## config.mk

```make
export PLATFORM = sky130hd
export DESIGN_NAME = arf_result_trigger
export DESIGN_NICKNAME = d
export VERILOG_FILES = /design/src/design/arf_pkg.sv /design/src/design/arf_core_if.sv /design/src/design/arf_edge_detect.sv /design/src/design/arf_result_pack.sv /design/src/design/arf_result_trigger.sv
export VERILOG_INCLUDE_DIRS = /design/src /design/src/design
export SDC_FILE = /design/constraint.sdc
export NUM_CORES = 1
export LEC_CHECK = 0
export BUFFER_PORTS_ARGS = -buffer_cell sky130_fd_sc_hd__buf_2
export CAP_MARGIN = 20
export CORE_MARGIN = 1
export CORE_UTILIZATION = 58
export CTS_CLUSTER_DIAMETER = 60
export DETAILED_ROUTE_END_ITERATION = 8
export PLACE_DENSITY = 0.82
export SYNTH_ARGS = -nofsm -noshare
export SYNTH_HDL_FRONTEND = slang
export SYNTH_SLANG_ARGS = --single-unit
```

## constraint.sdc

```tcl
create_clock -name clk -period 3.6 [get_ports clk]
set_input_delay 0.54 -clock clk [delete_from_list [all_inputs] [get_ports clk]]
set_output_delay 0.54 -clock clk [all_outputs]
set_load 0.005 [all_outputs]
```

## src/design/arf_defs.svh

```systemverilog
// register map, field positions and reset values of the result/trigger block
// assumes: included by bare name from every design file that needs it
`ifndef ARF_DEFS_SVH
`define ARF_DEFS_SVH

// ====================================================================
// register offsets (3-bit address)
`define ARF_ADDR_W        3
`define ARF_OFF_TRIG      3'h0
`define ARF_OFF_RES_HIGH  3'h1
`define ARF_OFF_RES_LOW   3'h2
`define ARF_OFF_FORMAT    3'h3
`define ARF_OFF_STATUS    3'h4

// ====================================================================
// field positions
`define ARF_TRIG_SEL      3:0
`define ARF_FMT_JUSTIFY   7
`define ARF_STAT_BUSY     0
`define ARF_STAT_MISS     1
`define ARF_LJ_HIGH       9:2
`define ARF_LJ_LOW        1:0
`define ARF_RJ_HIGH       9:8
`define ARF_RJ_LOW        7:0

// ====================================================================
// reset values and fill patterns
`define ARF_TRIG_RST      4'h0
`define ARF_JUSTIFY_RST   1'b0
`define ARF_EDGE_PREV_RST 1'b1
`define ARF_PAD4          4'h0
`define ARF_PAD6          6'h00
`define ARF_PAD7          7'h00
`define ARF_DATA_IDLE     8'h00

`endif

```

## src/design/arf_pkg.sv

```systemverilog
// types shared by the result/trigger block
// assumes: compiled before every file that names arf_pkg
package arf_pkg;

  // trigger sequencer states, one-hot
  typedef enum logic [1:0] {
    ARF_IDLE = 2'b01,
    ARF_WAIT = 2'b10
  } arf_state_e;

  typedef logic [7:0] arf_byte_t;

endpackage

```

## src/design/arf_core_if.sv

```systemverilog
// carrier between the top and its edge detector and result packer
// assumes: instantiated inside the top, one instance per block
`timescale 1ns/100ps
`default_nettype none

interface arf_core_if #(
  parameter int SRC_N = 16,
  parameter int RES_W = 10
);
  logic [SRC_N-1:0] src;
  logic [SRC_N-1:0] rise;
  logic [RES_W-1:0] value;
  logic             justify;
  logic [7:0]       high;
  logic [7:0]       low;

  modport edge_side (input src, output rise);
  modport top_edge  (output src, input rise);
  modport pack_side (input value, input justify, output high, output low);
  modport top_pack  (output value, output justify, input high, input low);
endinterface

`default_nettype wire

```

## src/design/arf_edge_detect.sv

```systemverilog
// per-source rising edge detector for the auto-trigger inputs
// assumes: sources are synchronous to clk
`timescale 1ns/100ps
`default_nettype none
`include "arf_defs.svh"

module arf_edge_detect #(
  parameter int SRC_N = 16
) (
  // clock and reset
  input  wire logic         clk,
  input  wire logic         sys_rst,
  // sources in, edges out
  arf_core_if.edge_side     eif
);

  logic [SRC_N-1:0] prev;

  // ==================================================================
  // every source keeps its own history, so switching the selector
  // onto a source that is already high gives no false edge
  genvar i;
  generate
    for (i = 0; i < SRC_N; i++) begin : g_src
      // prev resets high: a level already up at release is no edge
      always_ff @(posedge clk or posedge sys_rst) begin
        if (sys_rst) begin
          prev[i] <= `ARF_EDGE_PREV_RST;
        end else begin
          prev[i] <= eif.src[i];
        end
      end
      assign eif.rise[i] = eif.src[i] & ~prev[i];
    end
  endgenerate

endmodule

`default_nettype wire

```

## src/design/arf_result_pack.sv

```systemverilog
// places a 10-bit conversion result into the high and low result bytes
// assumes: purely combinational, the top captures the bytes
`timescale 1ns/100ps
`default_nettype none
`include "arf_defs.svh"

module arf_result_pack (
  // result and format in, bytes out
  arf_core_if.pack_side pif
);

  // ==================================================================
  // left justified: value[9:2] high, value[1:0] at low[7:6]
  // high byte, left
  wire [7:0] lj_high = pif.value[`ARF_LJ_HIGH];
  // top two bits of low byte
  // unused low bits forced to zero
  wire [7:0] lj_low  = {pif.value[`ARF_LJ_LOW], `ARF_PAD6};

  // right justified: value[9:8] at high[1:0], value[7:0] low
  // two bits in high byte
  // unused high bits forced to zero
  wire [7:0] rj_high = {`ARF_PAD6, pif.value[`ARF_RJ_HIGH]};
  wire [7:0] rj_low  = pif.value[`ARF_RJ_LOW];

  // format select: set means right justified
  assign pif.high = pif.justify ? rj_high : lj_high;
  assign pif.low  = pif.justify ? rj_low  : lj_low;

endmodule

`default_nettype wire

```

## src/design/arf_result_trigger.sv

```systemverilog
// converter result formatting and auto-conversion trigger selection
// assumes: one 100 MHz clock, all inputs synchronous to it, a simple
// register port with read data one cycle after the read strobe
//
// Behaviour
// - low four trigger-select bits pick the auto-conversion source
// - upper four trigger-select bits are unimplemented and read zero
// - sources trigger on rising edges; a held level does not retrigger
// - left format: result bits nine to two fill the high byte
// - left format: result bits one, zero go to low bits seven, six
// - left format: low six bits of low byte carry nothing
// - right format: result bits nine, eight go to high bits one, zero
// - right format: high bits seven to two carry nothing
// - right format: result bits seven to zero fill the low byte
// - result bytes are read/write, unknown at power-up, kept over reset
`timescale 1ns/100ps
`default_nettype none
`include "arf_defs.svh"

module arf_result_trigger #(
  parameter int SEL_W = 4,
  parameter int RES_W = 10
) (
  // clock and reset
  input  wire logic                  clk,
  input  wire logic                  sys_rst,
  // register port
  input  wire logic [`ARF_ADDR_W-1:0] reg_addr,
  input  wire logic [7:0]            reg_wdata,
  input  wire logic                  reg_wr,
  input  wire logic                  reg_rd,
  output logic      [7:0]            reg_rdata,
  // auto-trigger sources
  input  wire logic [(1<<SEL_W)-1:0] trig_src,
  // converter handshake
  output logic                       conv_start,
  output logic                       conv_busy,
  input  wire logic                  conv_done,
  input  wire logic [RES_W-1:0]      conv_value
);

  localparam int SRC_N = 1 << SEL_W;

  // ==================================================================
  // state
  arf_pkg::arf_state_e state;
  arf_pkg::arf_state_e next_state;
  logic [SEL_W-1:0]    trig_sel;
  logic                justify;
  logic                miss;
  arf_pkg::arf_byte_t  res_high;
  arf_pkg::arf_byte_t  res_low;

  // ==================================================================
  // sub-blocks
  arf_core_if #(.SRC_N(SRC_N), .RES_W(RES_W)) core ();

  // sources and result feed the helpers
  assign core.src     = trig_src;
  assign core.value   = conv_value;
  assign core.justify = justify;

  arf_edge_detect #(.SRC_N(SRC_N)) u_edge (
    .clk     (clk),
    .sys_rst (sys_rst),
    .eif     (core.edge_side)
  );

  arf_result_pack u_pack (
    .pif (core.pack_side)
  );

  // ==================================================================
  // address decode
  wire hit_trig   = (reg_addr == `ARF_OFF_TRIG);
  wire hit_high   = (reg_addr == `ARF_OFF_RES_HIGH);
  wire hit_low    = (reg_addr == `ARF_OFF_RES_LOW);
  wire hit_format = (reg_addr == `ARF_OFF_FORMAT);
  wire hit_status = (reg_addr == `ARF_OFF_STATUS);
  wire hit_none   = ~(hit_trig | hit_high | hit_low | hit_format | hit_status); // unmapped

  wire wr_trig    = reg_wr & hit_trig;
  wire wr_high    = reg_wr & hit_high;
  wire wr_low     = reg_wr & hit_low;
  wire wr_format  = reg_wr & hit_format;
  wire wr_status  = reg_wr & hit_status;

  // ==================================================================
  // trigger path
  // each source keeps its own history, so moving the selector onto a
  // source that is already high starts nothing
  // selected source edge
  wire sel_rise   = core.rise[trig_sel];
  wire in_idle    = (state == arf_pkg::ARF_IDLE);
  wire start_now  = in_idle & sel_rise;
  // an edge while a conversion runs cannot start another one
  wire lost_edge  = ~in_idle & sel_rise;
  wire miss_clear = wr_status & reg_wdata[`ARF_STAT_MISS];

  // sequencer next state
  always_comb begin
    next_state = state;
    case (state)
      arf_pkg::ARF_IDLE: begin
        if (sel_rise) begin
          next_state = arf_pkg::ARF_WAIT;
        end
      end
      arf_pkg::ARF_WAIT: begin
        if (conv_done) begin
          next_state = arf_pkg::ARF_IDLE;
        end
      end
      default: begin
        next_state = arf_pkg::ARF_IDLE;
      end
    endcase
  end

  // sequencer and start pulse
  always_ff @(posedge clk or posedge sys_rst) begin
    if (sys_rst) begin
      state      <= arf_pkg::ARF_IDLE;
      conv_start <= 1'b0;
      conv_busy  <= 1'b0;
    end else begin
      state      <= next_state;
      conv_start <= start_now;
      conv_busy  <= (next_state == arf_pkg::ARF_WAIT);
    end
  end

  // ==================================================================
  // control registers
  // only the low select bits are stored
  always_ff @(posedge clk or posedge sys_rst) begin
    if (sys_rst) begin
      trig_sel <= `ARF_TRIG_RST;
      justify  <= `ARF_JUSTIFY_RST;
    end else begin
      if (wr_trig) begin
        trig_sel <= reg_wdata[`ARF_TRIG_SEL];
      end
      if (wr_format) begin
        justify <= reg_wdata[`ARF_FMT_JUSTIFY];
      end
    end
  end

  // missed-trigger flag: set beats a clear in the same cycle
  always_ff @(posedge clk or posedge sys_rst) begin
    if (sys_rst) begin
      miss <= 1'b0;
    end else begin
      miss <= lost_edge | (miss & ~miss_clear);
    end
  end

  // ==================================================================
  // result bytes
  // kept off the reset tree so a warm reset leaves the last result
  // no reset: power-up value unknown, kept over sys_rst
  // completion loads both bytes and wins over a write
  always_ff @(posedge clk) begin
    if (conv_done) begin
      res_high <= core.high;
      res_low  <= core.low;
    end else begin
      if (wr_high) begin
        res_high <= reg_wdata;
      end
      if (wr_low) begin
        res_low <= reg_wdata;
      end
    end
  end

  // ==================================================================
  // read back
  // upper trigger bits read zero
  wire [7:0] rd_trig   = {`ARF_PAD4, trig_sel};
  wire [7:0] rd_format = {justify, `ARF_PAD7};
  wire [7:0] rd_status = {`ARF_PAD6, miss, conv_busy};
  wire [7:0] rd_mux    = hit_trig   ? rd_trig   :
                         hit_high   ? res_high  :
                         hit_low    ? res_low   :
                         hit_format ? rd_format :
                         hit_status ? rd_status : `ARF_DATA_IDLE;

  // data valid only in the cycle after the strobe; unmapped reads zero
  always_ff @(posedge clk or posedge sys_rst) begin
    if (sys_rst) begin
      reg_rdata <= `ARF_DATA_IDLE;
    end else begin
      reg_rdata <= reg_rd ? rd_mux : `ARF_DATA_IDLE;
    end
  end

  // a result byte is known once it was loaded; before that it is x
  logic high_known;
  logic low_known;
  always_ff @(posedge clk or posedge sys_rst) begin
    if (sys_rst) begin
      high_known <= 1'b0;
      low_known  <= 1'b0;
    end else begin
      high_known <= high_known | conv_done | wr_high;
      low_known  <= low_known | conv_done | wr_low;
    end
  end
endmodule

`default_nettype wire

```

==> impl_metrics.env, run 1 <==
export IMPL_area_grow_syn2layout_pct=16.3
export IMPL_post_synth_inst_count=203
export IMPL_number_of_input_and_output_port_buffers_inserted=51
export IMPL_finalCritPeriodShare=0.468
export IMPL_regArea_um2=1350
export IMPL_grt_first_pass_wirelength_mm=7.31
export IMPL_insertion_delay_ps=300
export IMPL_synth_commonest_cells="22 x sky130_fd_sc_hd__nor2_1, 17 x sky130_fd_sc_hd__dfrtp_1, 17 x sky130_fd_sc_hd__dfstp_2, 16 x sky130_fd_sc_hd__edfxtp_1, 13 x sky130_fd_sc_hd__nand2_1"
export IMPL_crit_slowest_cell="sky130_fd_sc_hd__dfrtp_1"
export IMPL_hold_violations=0
export IMPL_timing_fmax_mhz=594
export IMPL_slew_at_the_pin_closest_to_its_max_slew_limit_ps=823
export IMPL_ys_seq_area_frac=0.579
export IMPL_cts_hold_buf=0
export IMPL_crit_path_frequent_cell="sky130_fd_sc_hd__o21ai_1"
export IMPL_clk_transition_reported_paths_ps=90
export IMPL_worstSetupPathType="reg -> reg"
export IMPL_io_pins=52
export IMPL_power_mw=1.44
export IMPL_worst_path_dominant_cell_family="simple AND/OR/NAND/NOR gates"
export IMPL_first_global_vias=1556
export IMPL_grt_start_max_net_pins=23
export IMPL_fin_hold_ws_ps=344
export IMPL_syn_area_um2=2340
export IMPL_postSynthRegisterBits=50
export IMPL_drv_cap=0
export IMPL_timing_max_transition_violations_final=0
export IMPL_worstPathCellList="nor4b_1, nor4_1, o21ai_1, nand4_2, o21ai_1"
export IMPL_wl_mm=4.38
export IMPL_synth_edf_count=16
export IMPL_worst_path_largest_cell_delay_ps=570
export IMPL_yosysTopAreaCellShare=0.206
export IMPL_synth_top_cells_by_area="sky130_fd_sc_hd__edfxtp_1 21%, sky130_fd_sc_hd__dfstp_2 19%, sky130_fd_sc_hd__dfrtp_1 18%"
export IMPL_final_setup_skew_ps=8.53
export IMPL_drt_drc_violations_left=0
export IMPL_timing_max_slew_rel_slack=0.451
export IMPL_critical_path_startpoint_type="flop"
export IMPL_cts_inserted_buffers=5
export IMPL_critPathRequiredTime_ps=3810
export IMPL_worst_path_buf_inv=0
export IMPL_dp_final_hpwl_mm=3.29
export IMPL_grt_met2_usage=0.325
export IMPL_vdd_ir_drop_max_mv=0.501
export IMPL_initial_utilization=0.619
export IMPL_ys_dominant_reg_cell="sky130_fd_sc_hd__dfstp_2"
export IMPL_die_w_um=65.5
export IMPL_cp_end_kind="flop"
export IMPL_cts_sink_count=50
export IMPL_synthesis_yosys_warnings=0
export IMPL_die_area_um2=4290
export IMPL_core_rowCount=22
export IMPL_yosys_cell_types_count=38
export IMPL_grt_util_met3=0.0451
export IMPL_grt_ovfl_total=0
export IMPL_routed_via_density=5.50
export IMPL_power_per_cell_area_nw_per_um2=528
export IMPL_use_met1=0.355
export IMPL_gp_routability_congestion=0.791
export IMPL_static_leakage_power_nw=1.23
export IMPL_synthDominantAreaCellType="sky130_fd_sc_hd__edfxtp_1"
export IMPL_multi_input_area_um2=896
export IMPL_cts_resized_gates=0
export IMPL_accumulated_negative_setup_slack_ps=0
export IMPL_rsz0062_at_grt="no"
export IMPL_clock_tree_htree_level_count=2
export IMPL_drive_above_1_share=0.345
export IMPL_drt_first_pass_iters=4
export IMPL_timing_critical_path_arrival_ps=1890
export IMPL_vias=1667
export IMPL_postSynthAreaPerCell_um2=11.5
export IMPL_route_antenna_remaining_nets=0
export IMPL_layout_nets=298
export IMPL_antenna_cells_inserted=0
export IMPL_async_reset_ff_frac=0.680
export IMPL_detail_route_wl_per_cell_um=14.5
export IMPL_cts_setup_buffers=0
export IMPL_peak_fanout_along_the_critical_path=14
export IMPL_total_global_route_track_usage=0.231
export IMPL_synthMostInstantiatedCell="sky130_fd_sc_hd__nor2_1"
export IMPL_longest_clk_path_bufs=2
export IMPL_shortest_clock_period_the_worst_path_allows_after_layout_ps=1680
export IMPL_grt_busiest_layer="met1"
export IMPL_status="finished, final reports clean"
export IMPL_cts_tree="done"
export IMPL_synthesis_nets=247
export IMPL_grt_antenna_before_repair=0
export IMPL_ctsRootBufferMaster="sky130_fd_sc_hd__clkbuf_8"
export IMPL_n_fill_cell=278
export IMPL_hold_class="in -> reg"
export IMPL_floorplan_core_area_um2=3770
export IMPL_setup_violations=0
export IMPL_fp_dieH_um=65.5
export IMPL_detail_route_iter0_violations=132
-- final timing paths --
kind                        startpoint              to  slack, ps  depth (start not counted)
hold / removal             trig_src[0]  u_edge.prev[0]        340                          1
min in group asynchronous      sys_rst    reg_rdata[3]        390                          2
max in group asynchronous      sys_rst  u_edge.prev[5]       2440                          3
setup reg to reg           trig_sel[1]       conv_busy       1920                          5
hold reg to reg               state[0]        state[0]        500                          2
setup / recovery           trig_sel[1]       conv_busy       1920                          5
-- layout make-up --
| type | instances | share of cell area |
|---|---|---|
| clock buffers | 7 | 0.0359 |
| flip-flops and latches | 50 | 0.498 |
| repair buffers | 52 | 0.0967 |
| clock inverters | 1 | 0.00276 |
| inverters | 11 | 0.0152 |
| multi-input cells | 134 | 0.330 |
| well taps | 48 | 0.0221 |
-- where the power goes --
| group | leakage, nW | switching (mW) | internal [mW] |
|---|---|---|---|
| registers | 0.559 | 0.0630 | 0.669 |
| logic | 0.619 | 0.185 | 0.164 |
| clock network | 0.0496 | 0.175 | 0.179 |
| total | 1.23 | 0.423 | 1.01 |
-- per-stage QoR --
stage / std cells / instance area, um2 / util / worst slack (ps)
2_1_floorplan: 203 / 2340 / - / 1860
6_report: 303 / 2720 / 0.721 / 1920
5_1_grt: 303 / 2720 / 0.721 / 1800
3_3_place_gp: 295 / 2610 / 0.693 / 1710
3_5_place_dp: 295 / 2610 / 0.693 / 1650
4_1_cts: 303 / 2720 / 0.721 / 1920
-- cell usage in the layout, fill, tap and decap left out, types with 2 or more instances in the layout --
cell type                  instances
sky130_fd_sc_hd__nor2b_1           9
sky130_fd_sc_hd__dfrtp_1          17
sky130_fd_sc_hd__and4bb_1          2
sky130_fd_sc_hd__nor4b_1           3
sky130_fd_sc_hd__dfstp_2          17
sky130_fd_sc_hd__o21ai_1           4
sky130_fd_sc_hd__a21o_1            9
sky130_fd_sc_hd__mux2_2            5
sky130_fd_sc_hd__a21oi_1          12
sky130_fd_sc_hd__a32oi_1           2
sky130_fd_sc_hd__nand3_1           5
sky130_fd_sc_hd__nand2_1          13
sky130_fd_sc_hd__nor2_1           22
sky130_fd_sc_hd__ha_1              2
sky130_fd_sc_hd__nand3b_1          2
sky130_fd_sc_hd__inv_1            11
sky130_fd_sc_hd__mux2i_1           6
sky130_fd_sc_hd__a22oi_1           6
sky130_fd_sc_hd__nand2b_1          8
sky130_fd_sc_hd__edfxtp_1         16
sky130_fd_sc_hd__clkbuf_8          5
sky130_fd_sc_hd__o21ai_0          10
sky130_fd_sc_hd__o31ai_1           2
sky130_fd_sc_hd__buf_2            51
-- logic make-up after synthesis --
| group | synth area share |
|---|---|
| buffers and inverters | 0.0375 |
| adders and majority gates | 0.0107 |
| DFF | 0.579 |
| muxes | 0.0498 |
| and+or+nand+nor | 0.161 |
| AOI/OAI and AO/OA | 0.162 |
-- layer usage --
layer,vias to the layer above,share of wire
met5,-,0
met4,0,0.014
met3,7,0.048
met2,48,0.44
met1,793,0.50
li1,819,-
-- sequential cells by signal, indices dropped and copies added (netlist names) --
register,cells
res_low,8
state,2
reg_rdata,8
trig_sel,4
miss,1
conv_start,1
conv_busy,1
res_high,8
u_edge.prev,16
core.justify,1
(Power assumes the default switching activity.)
==> run 2, diff against run 1 <==
CORE_UTILIZATION = 53   (was 58)
PLACE_DENSITY = 0.75   (was 0.82)
clock period = 1.6 ns   (was 3.6 ns; I/O delays follow)
==> impl_metrics.env, run 2 (synthesized netlist as in run 1, its figures left out) <==
export IMPL_n_fill_cell=314
export IMPL_worstPathCellList="buf_6, and4bb_1, nor4b_1, o21ai_1, nand4_2, o22ai_1"
export IMPL_clk_transition_reported_paths_ps=90
export IMPL_cp_end_kind="flop"
export IMPL_wl_mm=4.78
export IMPL_total_global_route_track_usage=0.221
export IMPL_share_seq_of_total_power=0.497
export IMPL_drt_drc_violations_left=0
export IMPL_area_grow_syn2layout_pct=20.8
export IMPL_worstSetupPathType="reg -> reg"
export IMPL_combPwrFrac=0.285
export IMPL_detail_route_iter0_violations=161
export IMPL_cts_inserted_buffers=5
export IMPL_grt_first_pass_wirelength_mm=7.36
export IMPL_max_reg_flops=16
export IMPL_drt_first_pass_iters=4
export IMPL_regArea_um2=1360
export IMPL_cts_sink_count=50
export IMPL_cellInternalPower_mw=2.30
export IMPL_critical_path_startpoint_type="flop"
export IMPL_finalCritPeriodShare=0.957
export IMPL_detail_route_wl_per_cell_um=15.2
export IMPL_drv_cap=0
export IMPL_initial_utilization=0.568
export IMPL_antenna_cells_inserted=0
export IMPL_die_w_um=68.4
export IMPL_stdcell_count=315
export IMPL_vias=1724
export IMPL_die_area_um2=4680
export IMPL_critPathRequiredTime_ps=1780
export IMPL_worst_path_largest_cell_delay_ps=450
export IMPL_drive_above_1_share=0.392
export IMPL_slew_at_the_pin_closest_to_its_max_slew_limit_ps=483
export IMPL_number_of_input_and_output_port_buffers_inserted=51
export IMPL_layout_cells_most_common="sky130_fd_sc_hd__buf_2"
export IMPL_grt_ovfl_total=0
export IMPL_fp_dieH_um=68.4
export IMPL_first_global_vias=1544
export IMPL_ctsRootBufferMaster="sky130_fd_sc_hd__clkbuf_8"
export IMPL_worst_path_buf_inv=1
export IMPL_timing_max_slew_rel_slack=0.677
export IMPL_io_pins=52
export IMPL_vdd_ir_drop_max_mv=0.952
export IMPL_cts_hold_buf=0
export IMPL_dp_final_hpwl_mm=3.29
export IMPL_longest_clk_path_bufs=2
export IMPL_core_rowCount=23
export IMPL_rsz0062_at_grt="yes"
export IMPL_accumulated_negative_setup_slack_ps=0
export IMPL_clock_share_of_power=0.218
export IMPL_setup_violations=0
export IMPL_multi_input_area_um2=923
export IMPL_shortest_clock_period_the_worst_path_allows_after_layout_ps=1530
export IMPL_most_common_layout_cells="51 x sky130_fd_sc_hd__buf_2, 21 x sky130_fd_sc_hd__nor2_1, 17 x sky130_fd_sc_hd__dfstp_2"
export IMPL_grt_antenna_before_repair=0
export IMPL_cts_tree="done"
export IMPL_insertion_delay_ps=300
export IMPL_hold_violations=0
export IMPL_grt_start_max_net_pins=35
export IMPL_gp_routability_congestion=0.809
export IMPL_hold_class="in -> async"
export IMPL_timing_fmax_mhz=653
export IMPL_power_switching_mw=0.992
export IMPL_static_leakage_power_nw=1.28
export IMPL_layout_nets=308
export IMPL_worst_path_dominant_cell_family="simple AND/OR/NAND/NOR gates"
export IMPL_route_antenna_remaining_nets=0
export IMPL_final_setup_skew_ps=5.01
export IMPL_swShare=0.302
export IMPL_peak_fanout_along_the_critical_path=6
export IMPL_crit_slowest_cell="sky130_fd_sc_hd__dfrtp_2"
export IMPL_timing_max_transition_violations_final=0
export IMPL_floorplan_core_area_um2=4120
export IMPL_routed_via_density=5.47
export IMPL_power_per_cell_area_nw_per_um2=1170
export IMPL_dp_cells=302
export IMPL_status="finished, final reports clean"
export IMPL_timing_critical_path_arrival_ps=1710
export IMPL_clock_tree_htree_level_count=2
export IMPL_largest_register="u_edge.prev"
-- run 2: through the flow --
step           hold slack (ps)  utilization  power (mW)  setup WS, ps  area, um2
3_3_place_gp               342        0.645        2.46          68.7       2650
6_report                  15.6        0.686        3.29          68.8       2820
2_1_floorplan              244            -        2.23           161       2340
4_1_cts                   25.6        0.666        3.19          30.1       2740
5_1_grt                   19.0        0.686        3.50         -19.5       2820
3_5_place_dp               348        0.645        2.48         -20.9       2650
-- run 2: final timing paths --
check                                 end  cells after the start  slack, ps   startpoint
max                              state[1]                      6         70  trig_sel[0]
min                          reg_rdata[1]                      3         20      sys_rst
max reg2reg                      state[1]                      6         70  trig_sel[0]
min reg2reg                      state[0]                      2        500     state[0]
max in group asynchronous  u_edge.prev[4]                      3       1250      sys_rst
min in group clk           u_edge.prev[2]                      1         40  trig_src[2]
-- run 2: metal layers --
metal / up-vias / wire (um) / track usage
met4: 0 / 46 / 0.0547
met3: 6 / 295 / 0.0550
met2: 65 / 2170 / 0.320
li1: 835 / - / -
met5: - / 0 / 0
met1: 818 / 2270 / 0.330
-- run 2: worst min-delay path, stage by stage --
cell,delay [ps]
sky130_fd_sc_hd__buf_2,90
sky130_fd_sc_hd__inv_1,40
sky130_fd_sc_hd__buf_4,370
-- run 2: power groups by stage --
stage          logic, mW  registers [mW]  clock network (mW)
2_1_floorplan      0.623            1.61                   0
3_3_place_gp       0.795            1.67                   0
3_5_place_dp       0.813            1.67                   0
4_1_cts            0.816            1.65               0.727
5_1_grt             1.05            1.65               0.797
6_report           0.936            1.63               0.717
-- run 2: repair_timing --
item,CTS,global route
setup endpoints to repair,5,5
pin swaps,0,7
buffers inserted,0,5
gates resized for setup,2,10
-- run 2: layout make-up --
class | count | share of cell area
flip-flops and latches | 50 | 0.481
repair buffers | 62 | 0.125
well taps | 50 | 0.0222
multi-input cells | 134 | 0.327
inverters | 11 | 0.0146
clock buffers | 8 | 0.0297
